`src/common/lmi_pkg.sv`:
```
/*
 * shared constants for the literal, move and indirect-store executor:
 * register offsets, command word layout, opcodes, pointer modes, reset values.
 * assumes a 32-bit apb bus with byte addresses and one aligned word per register.
 */
package lmi_pkg;
    // ------------------------------------------------------------
    // register map (byte addresses)
    // ------------------------------------------------------------
    localparam logic [7:0] OFS_CMD    = 8'h00;
    localparam logic [7:0] OFS_BANK   = 8'h04;
    localparam logic [7:0] OFS_PAGE   = 8'h08;
    localparam logic [7:0] OFS_ACC    = 8'h0c;
    localparam logic [7:0] OFS_PTR0   = 8'h10;
    localparam logic [7:0] OFS_PTR1   = 8'h14;
    localparam logic [7:0] OFS_OPTION = 8'h18;
    localparam logic [7:0] OFS_STATUS = 8'h1c;
    localparam logic [7:0] OFS_POWER  = 8'h20;
    localparam logic [7:0] OFS_PC     = 8'h24;

    // ------------------------------------------------------------
    // command word layout
    // ------------------------------------------------------------
    localparam int CMD_OP_LSB   = 0;
    localparam int CMD_OP_W     = 4;
    localparam int CMD_ARG_LSB  = 8;
    localparam int CMD_ARG_W    = 8;
    localparam int CMD_MODE_LSB = 16;
    localparam int CMD_SEL_BIT  = 18;
    localparam int CMD_REL_BIT  = 19;

    // ------------------------------------------------------------
    // widths and reset values
    // ------------------------------------------------------------
    localparam int BANK_W   = 5;
    localparam int PAGE_W   = 7;
    localparam int FILE_W   = 7;
    localparam int OFFS_W   = 6;
    localparam int PTR_W    = 16;
    localparam int PC_W     = 15;
    localparam int STATUS_W = 3;
    localparam logic [7:0] OPTION_RST = 8'hff;
    // file addresses that hold no storage and redirect through a pointer
    localparam logic [FILE_W-1:0] FILE_IND0 = 7'h00;
    localparam logic [FILE_W-1:0] FILE_IND1 = 7'h01;
    localparam logic [PTR_W-1:0]  PTR_ONE   = 16'h0001;

    // ------------------------------------------------------------
    // opcodes and pointer update modes
    // ------------------------------------------------------------
    typedef enum logic [CMD_OP_W-1:0] {
        OP_IDLE     = 4'h0,
        OP_BANK     = 4'h1,
        OP_PAGE     = 4'h2,
        OP_ACC      = 4'h3,
        OP_STORE    = 4'h4,
        OP_INDIRECT = 4'h5,
        OP_OPTION   = 4'h6,
        OP_RESET    = 4'h7
    } opcode_t;

    typedef enum logic [1:0] {
        MODE_PRE_INC  = 2'b00,
        MODE_PRE_DEC  = 2'b01,
        MODE_POST_INC = 2'b10,
        MODE_POST_DEC = 2'b11
    } pointer_update_mode_field_t;
endpackage

```
`src/lmi_exec.sv`:
```
/*
 * literal, move and indirect-store instruction executor with apb registers.
 * assumes an apb master on pclk; instruction words are written to the command
 * register, data memory stores leave through the file write port.
 */
`timescale 1ns/1ps
`default_nettype none
module lmi_exec
    import lmi_pkg::*;
(
    input  wire logic                     pclk,
    input  wire logic                     presetn,
    input  wire logic                     psel,
    input  wire logic                     penable,
    input  wire logic                     pwrite,
    input  wire logic [7:0]               paddr,
    input  wire logic [31:0]              pwdata,
    output logic      [31:0]              prdata,
    output logic                          pready,
    output logic                          pslverr,
    output logic                          file_wr_en,
    output logic      [lmi_pkg::PTR_W-1:0] file_wr_addr,
    output logic      [7:0]               file_wr_data,
    output logic                          soft_reset
);
    import lmi_pkg::*;

    // ------------------------------------------------------------
    // state
    // ------------------------------------------------------------
    logic [BANK_W-1:0]   bank_select_register_reg, bank_select_register_next;
    logic [PAGE_W-1:0]   program_counter_high_latch_reg, program_counter_high_latch_next;
    logic [7:0]          acc_reg, acc_next;
    logic [PTR_W-1:0]    file_select_pointer_reg [2];
    logic [PTR_W-1:0]    file_select_pointer_next [2];
    logic [7:0]          option_reg, option_next;
    logic [STATUS_W-1:0] status_reg, status_next;
    logic                reset_instruction_indicator_reg, reset_instruction_indicator_next;
    logic [PC_W-1:0]     pc_reg, pc_next;
    logic [31:0]         prdata_reg, prdata_next;
    logic                pready_reg, pready_next;
    logic                pslverr_reg, pslverr_next;
    logic                wr_en_reg, wr_en_next;
    logic [PTR_W-1:0]    wr_addr_reg, wr_addr_next;
    logic [7:0]          wr_data_reg, wr_data_next;
    logic                soft_reset_reg, soft_reset_next;

    // ------------------------------------------------------------
    // command decode
    // ------------------------------------------------------------
    logic                       access;
    logic                       exec;
    logic [CMD_OP_W-1:0]        cmd_op;
    logic [CMD_ARG_W-1:0]       cmd_arg;
    pointer_update_mode_field_t cmd_mode;
    logic                       cmd_sel;
    logic                       cmd_rel;
    logic [PTR_W-1:0]           sel_ptr;
    logic [PTR_W-1:0]           rel_offset;
    logic [PTR_W-1:0]           ind_addr;
    logic [PTR_W-1:0]           ind_ptr_new;
    logic [FILE_W-1:0]          file_addr;
    logic [PTR_W-1:0]           direct_addr;
    logic                       addr_ok;

    // a write completes at the edge where the access phase sees pready
    assign access   = psel && penable && pready_reg;
    assign exec     = access && pwrite && (paddr == OFS_CMD);
    assign cmd_op   = pwdata[CMD_OP_LSB +: CMD_OP_W];
    assign cmd_arg  = pwdata[CMD_ARG_LSB +: CMD_ARG_W];
    assign cmd_mode = pointer_update_mode_field_t'(pwdata[CMD_MODE_LSB +: 2]);
    assign cmd_sel  = pwdata[CMD_SEL_BIT];
    assign cmd_rel  = pwdata[CMD_REL_BIT];
    assign sel_ptr  = file_select_pointer_reg[cmd_sel];
    // sign-extend the 6-bit offset; plain 16-bit adds give the wrap for free
    assign rel_offset = {{(PTR_W-OFFS_W){cmd_arg[OFFS_W-1]}}, cmd_arg[OFFS_W-1:0]};
    assign file_addr  = cmd_arg[FILE_W-1:0];
    assign direct_addr = {4'h0, bank_select_register_reg, file_addr};

    // effective address and pointer after the move
    always_comb begin
        ind_addr    = sel_ptr;
        ind_ptr_new = sel_ptr;
        if (cmd_rel) begin
            ind_addr = sel_ptr + rel_offset;
        end else begin
            unique case (cmd_mode)
                MODE_PRE_INC: begin
                    ind_addr    = sel_ptr + PTR_ONE;
                    ind_ptr_new = sel_ptr + PTR_ONE;
                end
                MODE_PRE_DEC: begin
                    ind_addr    = sel_ptr - PTR_ONE;
                    ind_ptr_new = sel_ptr - PTR_ONE;
                end
                MODE_POST_INC: begin
                    ind_ptr_new = sel_ptr + PTR_ONE;
                end
                MODE_POST_DEC: begin
                    ind_ptr_new = sel_ptr - PTR_ONE;
                end
            endcase
        end
    end

    // ------------------------------------------------------------
    // core registers
    // ------------------------------------------------------------
    // flags are written by software through the status register; of the instructions only the reset instruction changes them, clearing them
    always_comb begin
        bank_select_register_next        = bank_select_register_reg;
        program_counter_high_latch_next  = program_counter_high_latch_reg;
        acc_next                         = acc_reg;
        file_select_pointer_next         = file_select_pointer_reg;
        option_next                      = option_reg;
        status_next                      = status_reg;
        reset_instruction_indicator_next = reset_instruction_indicator_reg;
        pc_next                          = pc_reg;
        wr_en_next                       = 1'b0;
        wr_addr_next                     = wr_addr_reg;
        wr_data_next                     = wr_data_reg;
        soft_reset_next                  = 1'b0;
        if (access && pwrite) begin
            unique case (paddr)
                OFS_BANK:   bank_select_register_next = pwdata[BANK_W-1:0];
                OFS_PAGE:   program_counter_high_latch_next = pwdata[PAGE_W-1:0];
                OFS_ACC:    acc_next = pwdata[7:0];
                OFS_PTR0:   file_select_pointer_next[0] = pwdata[PTR_W-1:0];
                OFS_PTR1:   file_select_pointer_next[1] = pwdata[PTR_W-1:0];
                OFS_OPTION: option_next = pwdata[7:0];
                OFS_STATUS: status_next = pwdata[STATUS_W-1:0];
                OFS_POWER:  reset_instruction_indicator_next = pwdata[0];
                default: ;
            endcase
        end
        if (exec) begin
            pc_next = pc_reg + 15'h0001;
            unique case (cmd_op)
                OP_BANK: bank_select_register_next = cmd_arg[BANK_W-1:0];
                OP_PAGE: program_counter_high_latch_next = cmd_arg[PAGE_W-1:0];
                OP_ACC:  acc_next = cmd_arg;
                OP_STORE: begin
                    wr_en_next   = 1'b1;
                    wr_data_next = acc_reg;
                    if (file_addr == FILE_IND0)
                        wr_addr_next = file_select_pointer_reg[0];
                    else if (file_addr == FILE_IND1)
                        wr_addr_next = file_select_pointer_reg[1];
                    else
                        wr_addr_next = direct_addr;
                end
                OP_INDIRECT: begin
                    wr_en_next   = 1'b1;
                    wr_addr_next = ind_addr;
                    wr_data_next = acc_reg;
                    file_select_pointer_next[cmd_sel] = ind_ptr_new;
                end
                OP_OPTION: option_next = acc_reg;
                OP_RESET: begin
                    // core registers return to reset values, except the reset indicator, which clears to record the cause
                    bank_select_register_next        = '0;
                    program_counter_high_latch_next  = '0;
                    acc_next                         = '0;
                    file_select_pointer_next[0]      = '0;
                    file_select_pointer_next[1]      = '0;
                    option_next                      = OPTION_RST;
                    status_next                      = '0;
                    pc_next                          = '0;
                    reset_instruction_indicator_next = 1'b0;
                    soft_reset_next                  = 1'b1;
                end
                default: ;                                        // idle and unused codes
            endcase
        end
    end

    // ------------------------------------------------------------
    // apb slave: answers in the first access cycle, data set up at the setup edge
    // ------------------------------------------------------------
    always_comb begin
        addr_ok = 1'b1;
        prdata_next = prdata_reg;
        unique case (paddr)
            OFS_CMD:    prdata_next = 32'h0000_0000;
            OFS_BANK:   prdata_next = {27'h0, bank_select_register_reg};
            OFS_PAGE:   prdata_next = {25'h0, program_counter_high_latch_reg};
            OFS_ACC:    prdata_next = {24'h0, acc_reg};
            OFS_PTR0:   prdata_next = {16'h0, file_select_pointer_reg[0]};
            OFS_PTR1:   prdata_next = {16'h0, file_select_pointer_reg[1]};
            OFS_OPTION: prdata_next = {24'h0, option_reg};
            OFS_STATUS: prdata_next = {29'h0, status_reg};
            OFS_POWER:  prdata_next = {31'h0, reset_instruction_indicator_reg};
            OFS_PC:     prdata_next = {17'h0, pc_reg};
            default: begin
                addr_ok     = 1'b0;
                prdata_next = 32'h0000_0000;
            end
        endcase
        if (!(psel && !penable))
            prdata_next = prdata_reg;
        // pready is high only in the first access cycle, so a transfer takes two edges
        pready_next  = psel && !penable;
        pslverr_next = psel && !penable && !addr_ok;
    end

    // registers only; the pointers share one reset loop
    always_ff @(posedge pclk or negedge presetn) begin
        if (!presetn) begin
            bank_select_register_reg        <= '0;
            program_counter_high_latch_reg  <= '0;
            acc_reg                         <= '0;
            for (int i = 0; i < 2; i++) file_select_pointer_reg[i] <= '0;
            option_reg                      <= OPTION_RST;
            status_reg                      <= '0;
            reset_instruction_indicator_reg <= 1'b1;
            pc_reg                          <= '0;
            prdata_reg                      <= '0;
            pready_reg                      <= 1'b0;
            pslverr_reg                     <= 1'b0;
            wr_en_reg                       <= 1'b0;
            wr_addr_reg                     <= '0;
            wr_data_reg                     <= '0;
            soft_reset_reg                  <= 1'b0;
        end else begin
            bank_select_register_reg        <= bank_select_register_next;
            program_counter_high_latch_reg  <= program_counter_high_latch_next;
            acc_reg                         <= acc_next;
            file_select_pointer_reg         <= file_select_pointer_next;
            option_reg                      <= option_next;
            status_reg                      <= status_next;
            reset_instruction_indicator_reg <= reset_instruction_indicator_next;
            pc_reg                          <= pc_next;
            prdata_reg                      <= prdata_next;
            pready_reg                      <= pready_next;
            pslverr_reg                     <= pslverr_next;
            wr_en_reg                       <= wr_en_next;
            wr_addr_reg                     <= wr_addr_next;
            wr_data_reg                     <= wr_data_next;
            soft_reset_reg                  <= soft_reset_next;
        end
    end

    assign prdata       = prdata_reg;
    assign pready       = pready_reg;
    assign pslverr      = pslverr_reg;
    assign file_wr_en   = wr_en_reg;
    assign file_wr_addr = wr_addr_reg;
    assign file_wr_data = wr_data_reg;
    assign soft_reset   = soft_reset_reg;
endmodule
`default_nettype wire

```
`config.mk`:
```
export PLATFORM = sky130hd
export DESIGN_NAME = lmi_exec
export DESIGN_NICKNAME = d
export VERILOG_FILES = /design/src/common/lmi_pkg.sv /design/src/lmi_exec.sv
export SDC_FILE = /design/constraint.sdc
export NUM_CORES = 1
export LEC_CHECK = 0
export BUFFER_PORTS_ARGS = -buffer_cell sky130_fd_sc_hd__buf_2
export CORE_AREA = 2 2 185 96
export DETAILED_ROUTE_END_ITERATION = 7
export DIE_AREA = 0 0 187 98
export PLACE_DENSITY = 0.7
export SETUP_SLACK_MARGIN = 0.05
export SKIP_LAST_GASP = 1
export SLEW_MARGIN = 40
export SYNTH_ARGS = -nofsm -noshare
export SYNTH_HDL_FRONTEND = slang
export SYNTH_SLANG_ARGS = --single-unit
```
`constraint.sdc`:
```
create_clock -name pclk -period 3.2 [get_ports pclk]
set_input_delay 0.32 -clock pclk [delete_from_list [all_inputs] [get_ports pclk]]
set_output_delay 0.32 -clock pclk [all_outputs]
set_load 0.05 [all_outputs]
```
==> results of run 1 <==
cells by family (layout without fill, tap and decap cells):
logic type / count (synthesis) / in the layout / share of synthesized area
other: 1 / 16 / 0.0004397
DFF: 123 / 123 / 0.3622
muxes: 100 / 100 / 0.1193
AOI/OAI and AO/OA: 257 / 257 / 0.1984
and+or+nand+nor: 325 / 325 / 0.1920
xor gates and xnor gates: 45 / 45 / 0.04622
buffers and inverters: 97 / 209 / 0.05267
adders and majority gates: 19 / 19 / 0.02876
cell usage in the layout, fill, tap and decap left out, drive strengths merged, types with 6 or more instances in the layout:
master | synthesis | routed
o211ai | 8 | 8
a22oi | 20 | 20
xor2 | 12 | 12
dfrtp | 114 | 114
and3 | 7 | 7
inv | 23 | 24
nand2 | 92 | 92
dfstp | 9 | 9
mux2 | 13 | 13
nand2b | 15 | 15
a31oi | 9 | 9
clkinvlp | 0 | 6
clkbuf | 42 | 18
or3 | 10 | 10
nor3 | 33 | 33
nor4 | 8 | 8
nor2 | 87 | 87
xnor2 | 33 | 33
ha | 18 | 18
a21oi | 50 | 50
buf | 30 | 151
nand3 | 21 | 21
conb | 1 | 16
a221oi | 11 | 11
mux2i | 87 | 87
a21o | 19 | 19
clkinv | 2 | 6
nor2b | 9 | 9
o21ai | 52 | 52
or4 | 6 | 6
a32oi | 6 | 6
o22ai | 38 | 38
a222oi | 8 | 8
worst max-delay path by stage:
stage	endpoint	slack [ns]
2_1_floorplan	file_wr_addr[14]	0.06
3_3_place_gp	file_wr_addr[10]	0.06
3_5_place_dp	file_wr_addr[10]	-0.02
4_1_cts	file_wr_addr[14]	0.30
5_1_grt	file_wr_addr[10]	0.06
6_report	file_wr_addr[10]	0.23
worst reg2reg max path, cell delays in order (launching register included):
cell and delay, ns:
dfrtp_1 0.40, mux2i_1 0.28, ha_1 0.23, or4b_2 0.64
a221oi_2 0.38, buf_4 0.21, and2_1 0.15, a32oi_1 0.09
mux2i_1 0.16, o21ai_0 0.11, o31ai_1 0.24
synthesized netlist by cell type (10+ instances only):
cell type	instances	area share
dfrtp_1	114	0.33
nand2_1	92	0.040
mux2i_1	87	0.10
nor2_1	87	0.038
o21ai_0	52	0.031
a21oi_1	50	0.029
clkbuf_1	42	0.018
o22ai_1	38	0.028
xnor2_1	33	0.034
nor3_1	30	0.018
inv_1	23	0.010
nand3_1	21	0.012
a22oi_1	20	0.018
a21o_1	19	0.017
ha_1	18	0.026
buf_4	16	0.014
nand2b_1	14	0.010
mux2_2	13	0.017
xor2_1	12	0.012
a221oi_1	11	0.011
buf_2	10	0.0059
or3_1	10	0.0073
cell type report:
type | count | area (sq um)
fillers | 1549 | 6758
multi-input cells | 762 | 5071
flip-flops and latches | 123 | 3089
well taps | 234 | 292.8
repair buffers | 152 | 968.4
inverters | 25 | 98.84
clock inverters | 14 | 171.4
clock buffers | 18 | 439.2
metal layers:
metal	GRT usage	up-vias	part of all wire
met5	0	-	0
met4	0.06349	0	0.015
met3	0.1219	49	0.15
met2	0.4126	602	0.37
met1	0.5155	3977	0.46
li1	-	3767	-
where the power goes:
part | leakage, nW | switching, mW | internal [mW]
Sequential | 1.67 | 0.0165 | 1.58
Combinational | 2.82 | 0.359 | 0.143
Clock | 0.281 | 0.778 | 1.24
metrics by stage:
stage	instance area (sq um)	setup TNS, ns	utilization	hold slack, ns	power [mW]
final	10130	0	0.5999	0.2413	4.119
after global routing	10130	0	0.5999	0.2395	4.243
after CTS	10130	0	0.5996	0.2216	4.121
after detailed placement	9507	-0.02117	0.5629	0.3978	2.110
after global placement	9507	0	0.5629	0.3961	2.107
after floorplan	8608	0	-	0.02441	1.948
repair_timing:
| item | 4_1_cts | 5_1_grt |
|---|---|---|
| setup endpoints to repair | 0 | 1 |
| hold buffers | 1 | 0 |
| gates resized for setup | 0 | 1 |
| hold endpoints to repair | 50 | 0 |
| setup buffers | 0 | 0 |
==> impl_metrics.yaml, run 1 <==
run_status:
  outcome: "finished, final reports clean"
cells_and_area:
  drive_gt1_frac: 0.2066
  diodes: 0
  largest_reg_flops: 32
  finalNonFillerCells: 1328
  nets: 1145
  synthToLayoutAreaGrowth_pct: 18.79
floorplanning:
  fp.dieH_um: 98
  rows: 34
  coreArea_sq_um: 16890
  dieArea_sq_um: 18330
  ios: 105
  die_width_um: 187
  start_util: 0.5050
global_route:
  grt_antenna_before_repair: 0
  track_usage: 0.3264
  grt_pass1_wl_um: 45770
  grt_max_degree: 74
  overflow: 0
  grt_pass1_vias: 7793
power:
  ir_worst_vdd_v: 0.0003706
  p_leak_nw: 4.769
  power.density_nw_per_um2: 406.6
route:
  vias: 8395
  viasPerCell: 6.322
  drc: 0
  wl_um: 29260
  dr.first_iter.drc_count: 985
  wl_per_cell_um: 22.04
  ant_nets: 0
  dr.pass1.iters: 7
timing:
  clock-skew-final_ns: 0.01015
  max_freq_mhz: 336.5
  relSlewSlack: 0.4489
  final_max_slew_viol_count: 0
  worst_pin_slew_ns: 0.8267
  fin_crit_sh: 0.9287
  setup_viol: 0
  finalHoldViolations: 0
  grt_setup_unrepaired: "no"
  worst_slack_ns: 0.2281
  timing.final.crit_period_ns: 2.972
clocking:
  cts_max_level: 4
  numCtsBuffers: 17
  clock_path_buffers: 2
  clkLatencyLatePin_ns: 0.44
  cts_tree: "done"
  cts_sinks: 123
  cts-root-buf: "clkbuf_16"
  clk_pin_slew_ns: 0.06
critical_path:
  crit_type: "reg -> reg"
  critical_path_required_ns: 3.54
  r2r_start: "file_select_pointer_reg[16]"
  critPathMostFrequentCell: "mux2i_1"
  slowest_delay_ns: 0.64
  reg2regPathDepth: 10
  slowest_stage: "or4b_2"
  cp-start-kind: "flip-flop"
  crit_fanout: 4
  crit_path_cell_trace: "mux2i_1 -> ha_1 -> or4b_2 -> a221oi_2 -> buf_4 -> and2_1 -> a32oi_1 -> mux2i_1 -> o21ai_0 -> o31ai_1"
  worst_setup_path_end_kind: "flip-flop"
  crit_path_start: "file_select_pointer_reg[16]"
  worst_r2r_endpoint: "file_wr_addr[10]"
  crit_buf_inv: 1
  rrSetupSlack_ns: 0.23
  cp_top_family: "compound AO/OA/AOI/OAI gates"
  path_depth: 10
  arrival_ns: 3.32
place:
  gp_congestion: 0.9638
  dpl.hpwl_um: 21450
  post-place-ws_ns: -0.02117
  placed_cells: 1295
  io_buffers: 76
yosys:
  synth.distinct_cells: 74
  ys_ff_latch: 123
  synthCells: 967
  synth_async_sr_flop_share: 1.000
  synth-edff-count: 0
  ys.flop_type: "dfrtp_1"
  ys_seq_area_frac: 0.3622
  avgSynthCellArea_sq_um: 8.819
  yosys_warnings: 0
  syn_area_sq_um: 8528
job:
  drv_cap: 0
min_path:
  hold_depth: 3
  hp-class: "in -> reg"
  hold_start: "pwdata[7]"
  min_to: "option_reg[7]"
(Power assumes the default switching activity.)
==> inputs of run 2 (changes only) <==
RECOVER_POWER = 50   (was not set)
==> run 2 against run 1 <==
Net effect:
- setup slack got worse by 0.0020 ns
- clock power is essentially flat
- first-iteration DRC count grew 7.8%
- sequential power is essentially flat
- clock skew is essentially flat
- maximum frequency barely moved
- largest cell class unchanged
- sequential share of layout area increased by 0.21 points
- non-clock buffer count is the same
- combinational power shrank 2%
- die area did not move
- register-to-register slack barely moved
- global-route usage unchanged
==> impl_metrics.yaml, run 2 (same netlist as run 1, synthesis figures left out) <==
timing:
  holdWs_ns: 0.2385
  grt_setup_unrepaired: "no"
  fin_setup_tns_ns: 0
  relSlewSlack: 0.1634
  worst_slack_ns: 0.2260
  worst_pin_slew_ns: 1.255
  max_freq_mhz: 336.3
  timing.final.crit_period_ns: 2.974
  final_max_slew_viol_count: 0
  setup_viol: 0
  finalHoldViolations: 0
  fin_crit_sh: 0.9294
  clock-skew-final_ns: 0.01043
global_route:
  use_met1: 0.5155
  grt_pass1_wl_um: 45770
  use_met3: 0.1219
  grt_antenna_before_repair: 0
  track_usage: 0.3264
  met2_usage: 0.4126
  grt_max_degree: 74
  overflow: 0
  grt.busiest_layer: "met1"
  grt_pass1_vias: 7793
clocking:
  cts-root-buf: "clkbuf_16"
  clkLatencyLatePin_ns: 0.44
  clock_path_buffers: 2
  numCtsBuffers: 17
  clk_pin_slew_ns: 0.06
  cts_tree: "done"
  cts_max_level: 4
  cts_sinks: 123
power:
  power.density_nw_per_um2: 409.1
  total_power_mw: 4.117
  p_leak_nw: 4.586
  ir_worst_vdd_v: 0.0003729
cells_and_area:
  finalNonFillerCells: 1328
  fin_area_sq_um: 10060
  largest_reg_flops: 32
  diodes: 0
  nets: 1145
  drive_gt1_frac: 0.1673
  synthToLayoutAreaGrowth_pct: 17.99
  final_common_cell: "dfrtp_1"
  fillCellCount: 1565
  final_core_util: 0.5958
  mostFrequentLayoutCells: "dfrtp_1, nand2_1, nor2_1"
  multiInputGateArea_sq_um: 5071
  seq_area_sq_um: 3089
floorplanning:
  dieArea_sq_um: 18330
  die_width_um: 187
  fp.dieH_um: 98
  ios: 105
  rows: 34
  coreArea_sq_um: 16890
  start_util: 0.5050
route:
  vias: 8413
  viasPerCell: 6.335
  dr.pass1.iters: 7
  drc: 0
  dr.first_iter.drc_count: 1062
  ant_nets: 0
  wl_um: 29280
  wl_per_cell_um: 22.05
critical_path:
  cp-start-kind: "flip-flop"
  crit_type: "reg -> reg"
  worst_setup_path_end_kind: "flip-flop"
  reg2regPathDepth: 10
  rrSetupSlack_ns: 0.23
  worst_r2r_endpoint: "file_wr_addr[12]"
  critical_path_required_ns: 3.58
  arrival_ns: 3.35
  crit_fanout: 4
  r2r_start: "file_select_pointer_reg[16]"
min_path:
  hp-class: "in -> reg"
  hold_depth: 3
  min_to: "acc_reg[7]"
  hold_start: "pwdata[15]"
place:
  placed_cell_area_sq_um: 9507
  placed_cells: 1295
  io_buffers: 76
  gp_congestion: 0.9638
  dpl.hpwl_um: 21450
  post-place-ws_ns: -0.02117
job:
  drv_cap: 0
run_status:
  outcome: "finished, final reports clean"
run 2: cell count changes in the layout (fill, tap and decap cells not counted), sizes merged:
| cell | previous run | this run |
|---|---|---|
| buf | 151 | 106 |
| clkbuf | 18 | 63 |
run 2: worst max-delay path: stages (launching register included):
cell      delay (ns)
dfrtp_1         0.40
mux2i_1         0.28
ha_1            0.23
or4b_2          0.64
a221oi_2        0.38
buf_4           0.21
a32oi_1         0.13
nor2_1          0.15
xnor2_1         0.09
a211oi_1        0.26
o21a_1          0.16
run 2: layout make-up:
class                           count  share of cell area
Inverter                           25            0.009823
Clock buffer                       18             0.04365
Sequential cell                   123              0.3070
Clock inverter                     14             0.01704
Timing Repair Buffer              152             0.08941
Multi-Input combinational cell    762              0.5040
Tap cell                          234             0.02910
run 2: worst max-delay path by stage:
| stage | startpoint | slack, ns | to |
|---|---|---|---|
| after floorplan | pwdata[18] | 0.06 | file_wr_addr[14] |
| after CTS | file_select_pointer_reg[16] | 0.30 | file_wr_addr[14] |
| after global placement | pwdata[18] | 0.06 | file_wr_addr[10] |
| final | file_select_pointer_reg[16] | 0.23 | file_wr_addr[12] |
| after global routing | file_select_pointer_reg[16] | 0.06 | file_wr_addr[10] |
| after detailed placement | pwdata[18] | -0.02 | file_wr_addr[10] |
run 2: report_power, final:
group	switching [mW]	leakage (nW)	internal (mW)
logic	0.358	2.64	0.136
registers	0.0172	1.67	1.58
clock network	0.783	0.281	1.24
run 2: timing repair:
item                                    CTS  global route
hold buffers                              1             0
endpoints found under the setup margin    0             1
resized for setup                         0             1
endpoints found under the hold margin    50             0
setup buffers                             0             0
run 2: per-layer routing:
layer	vias up	routed length [um]	part of all wire
met1	4039	13540	0.46
li1	3771	-	-
met2	570	11090	0.38
met5	-	0	0
met3	33	4294	0.15
met4	0	344	0.012
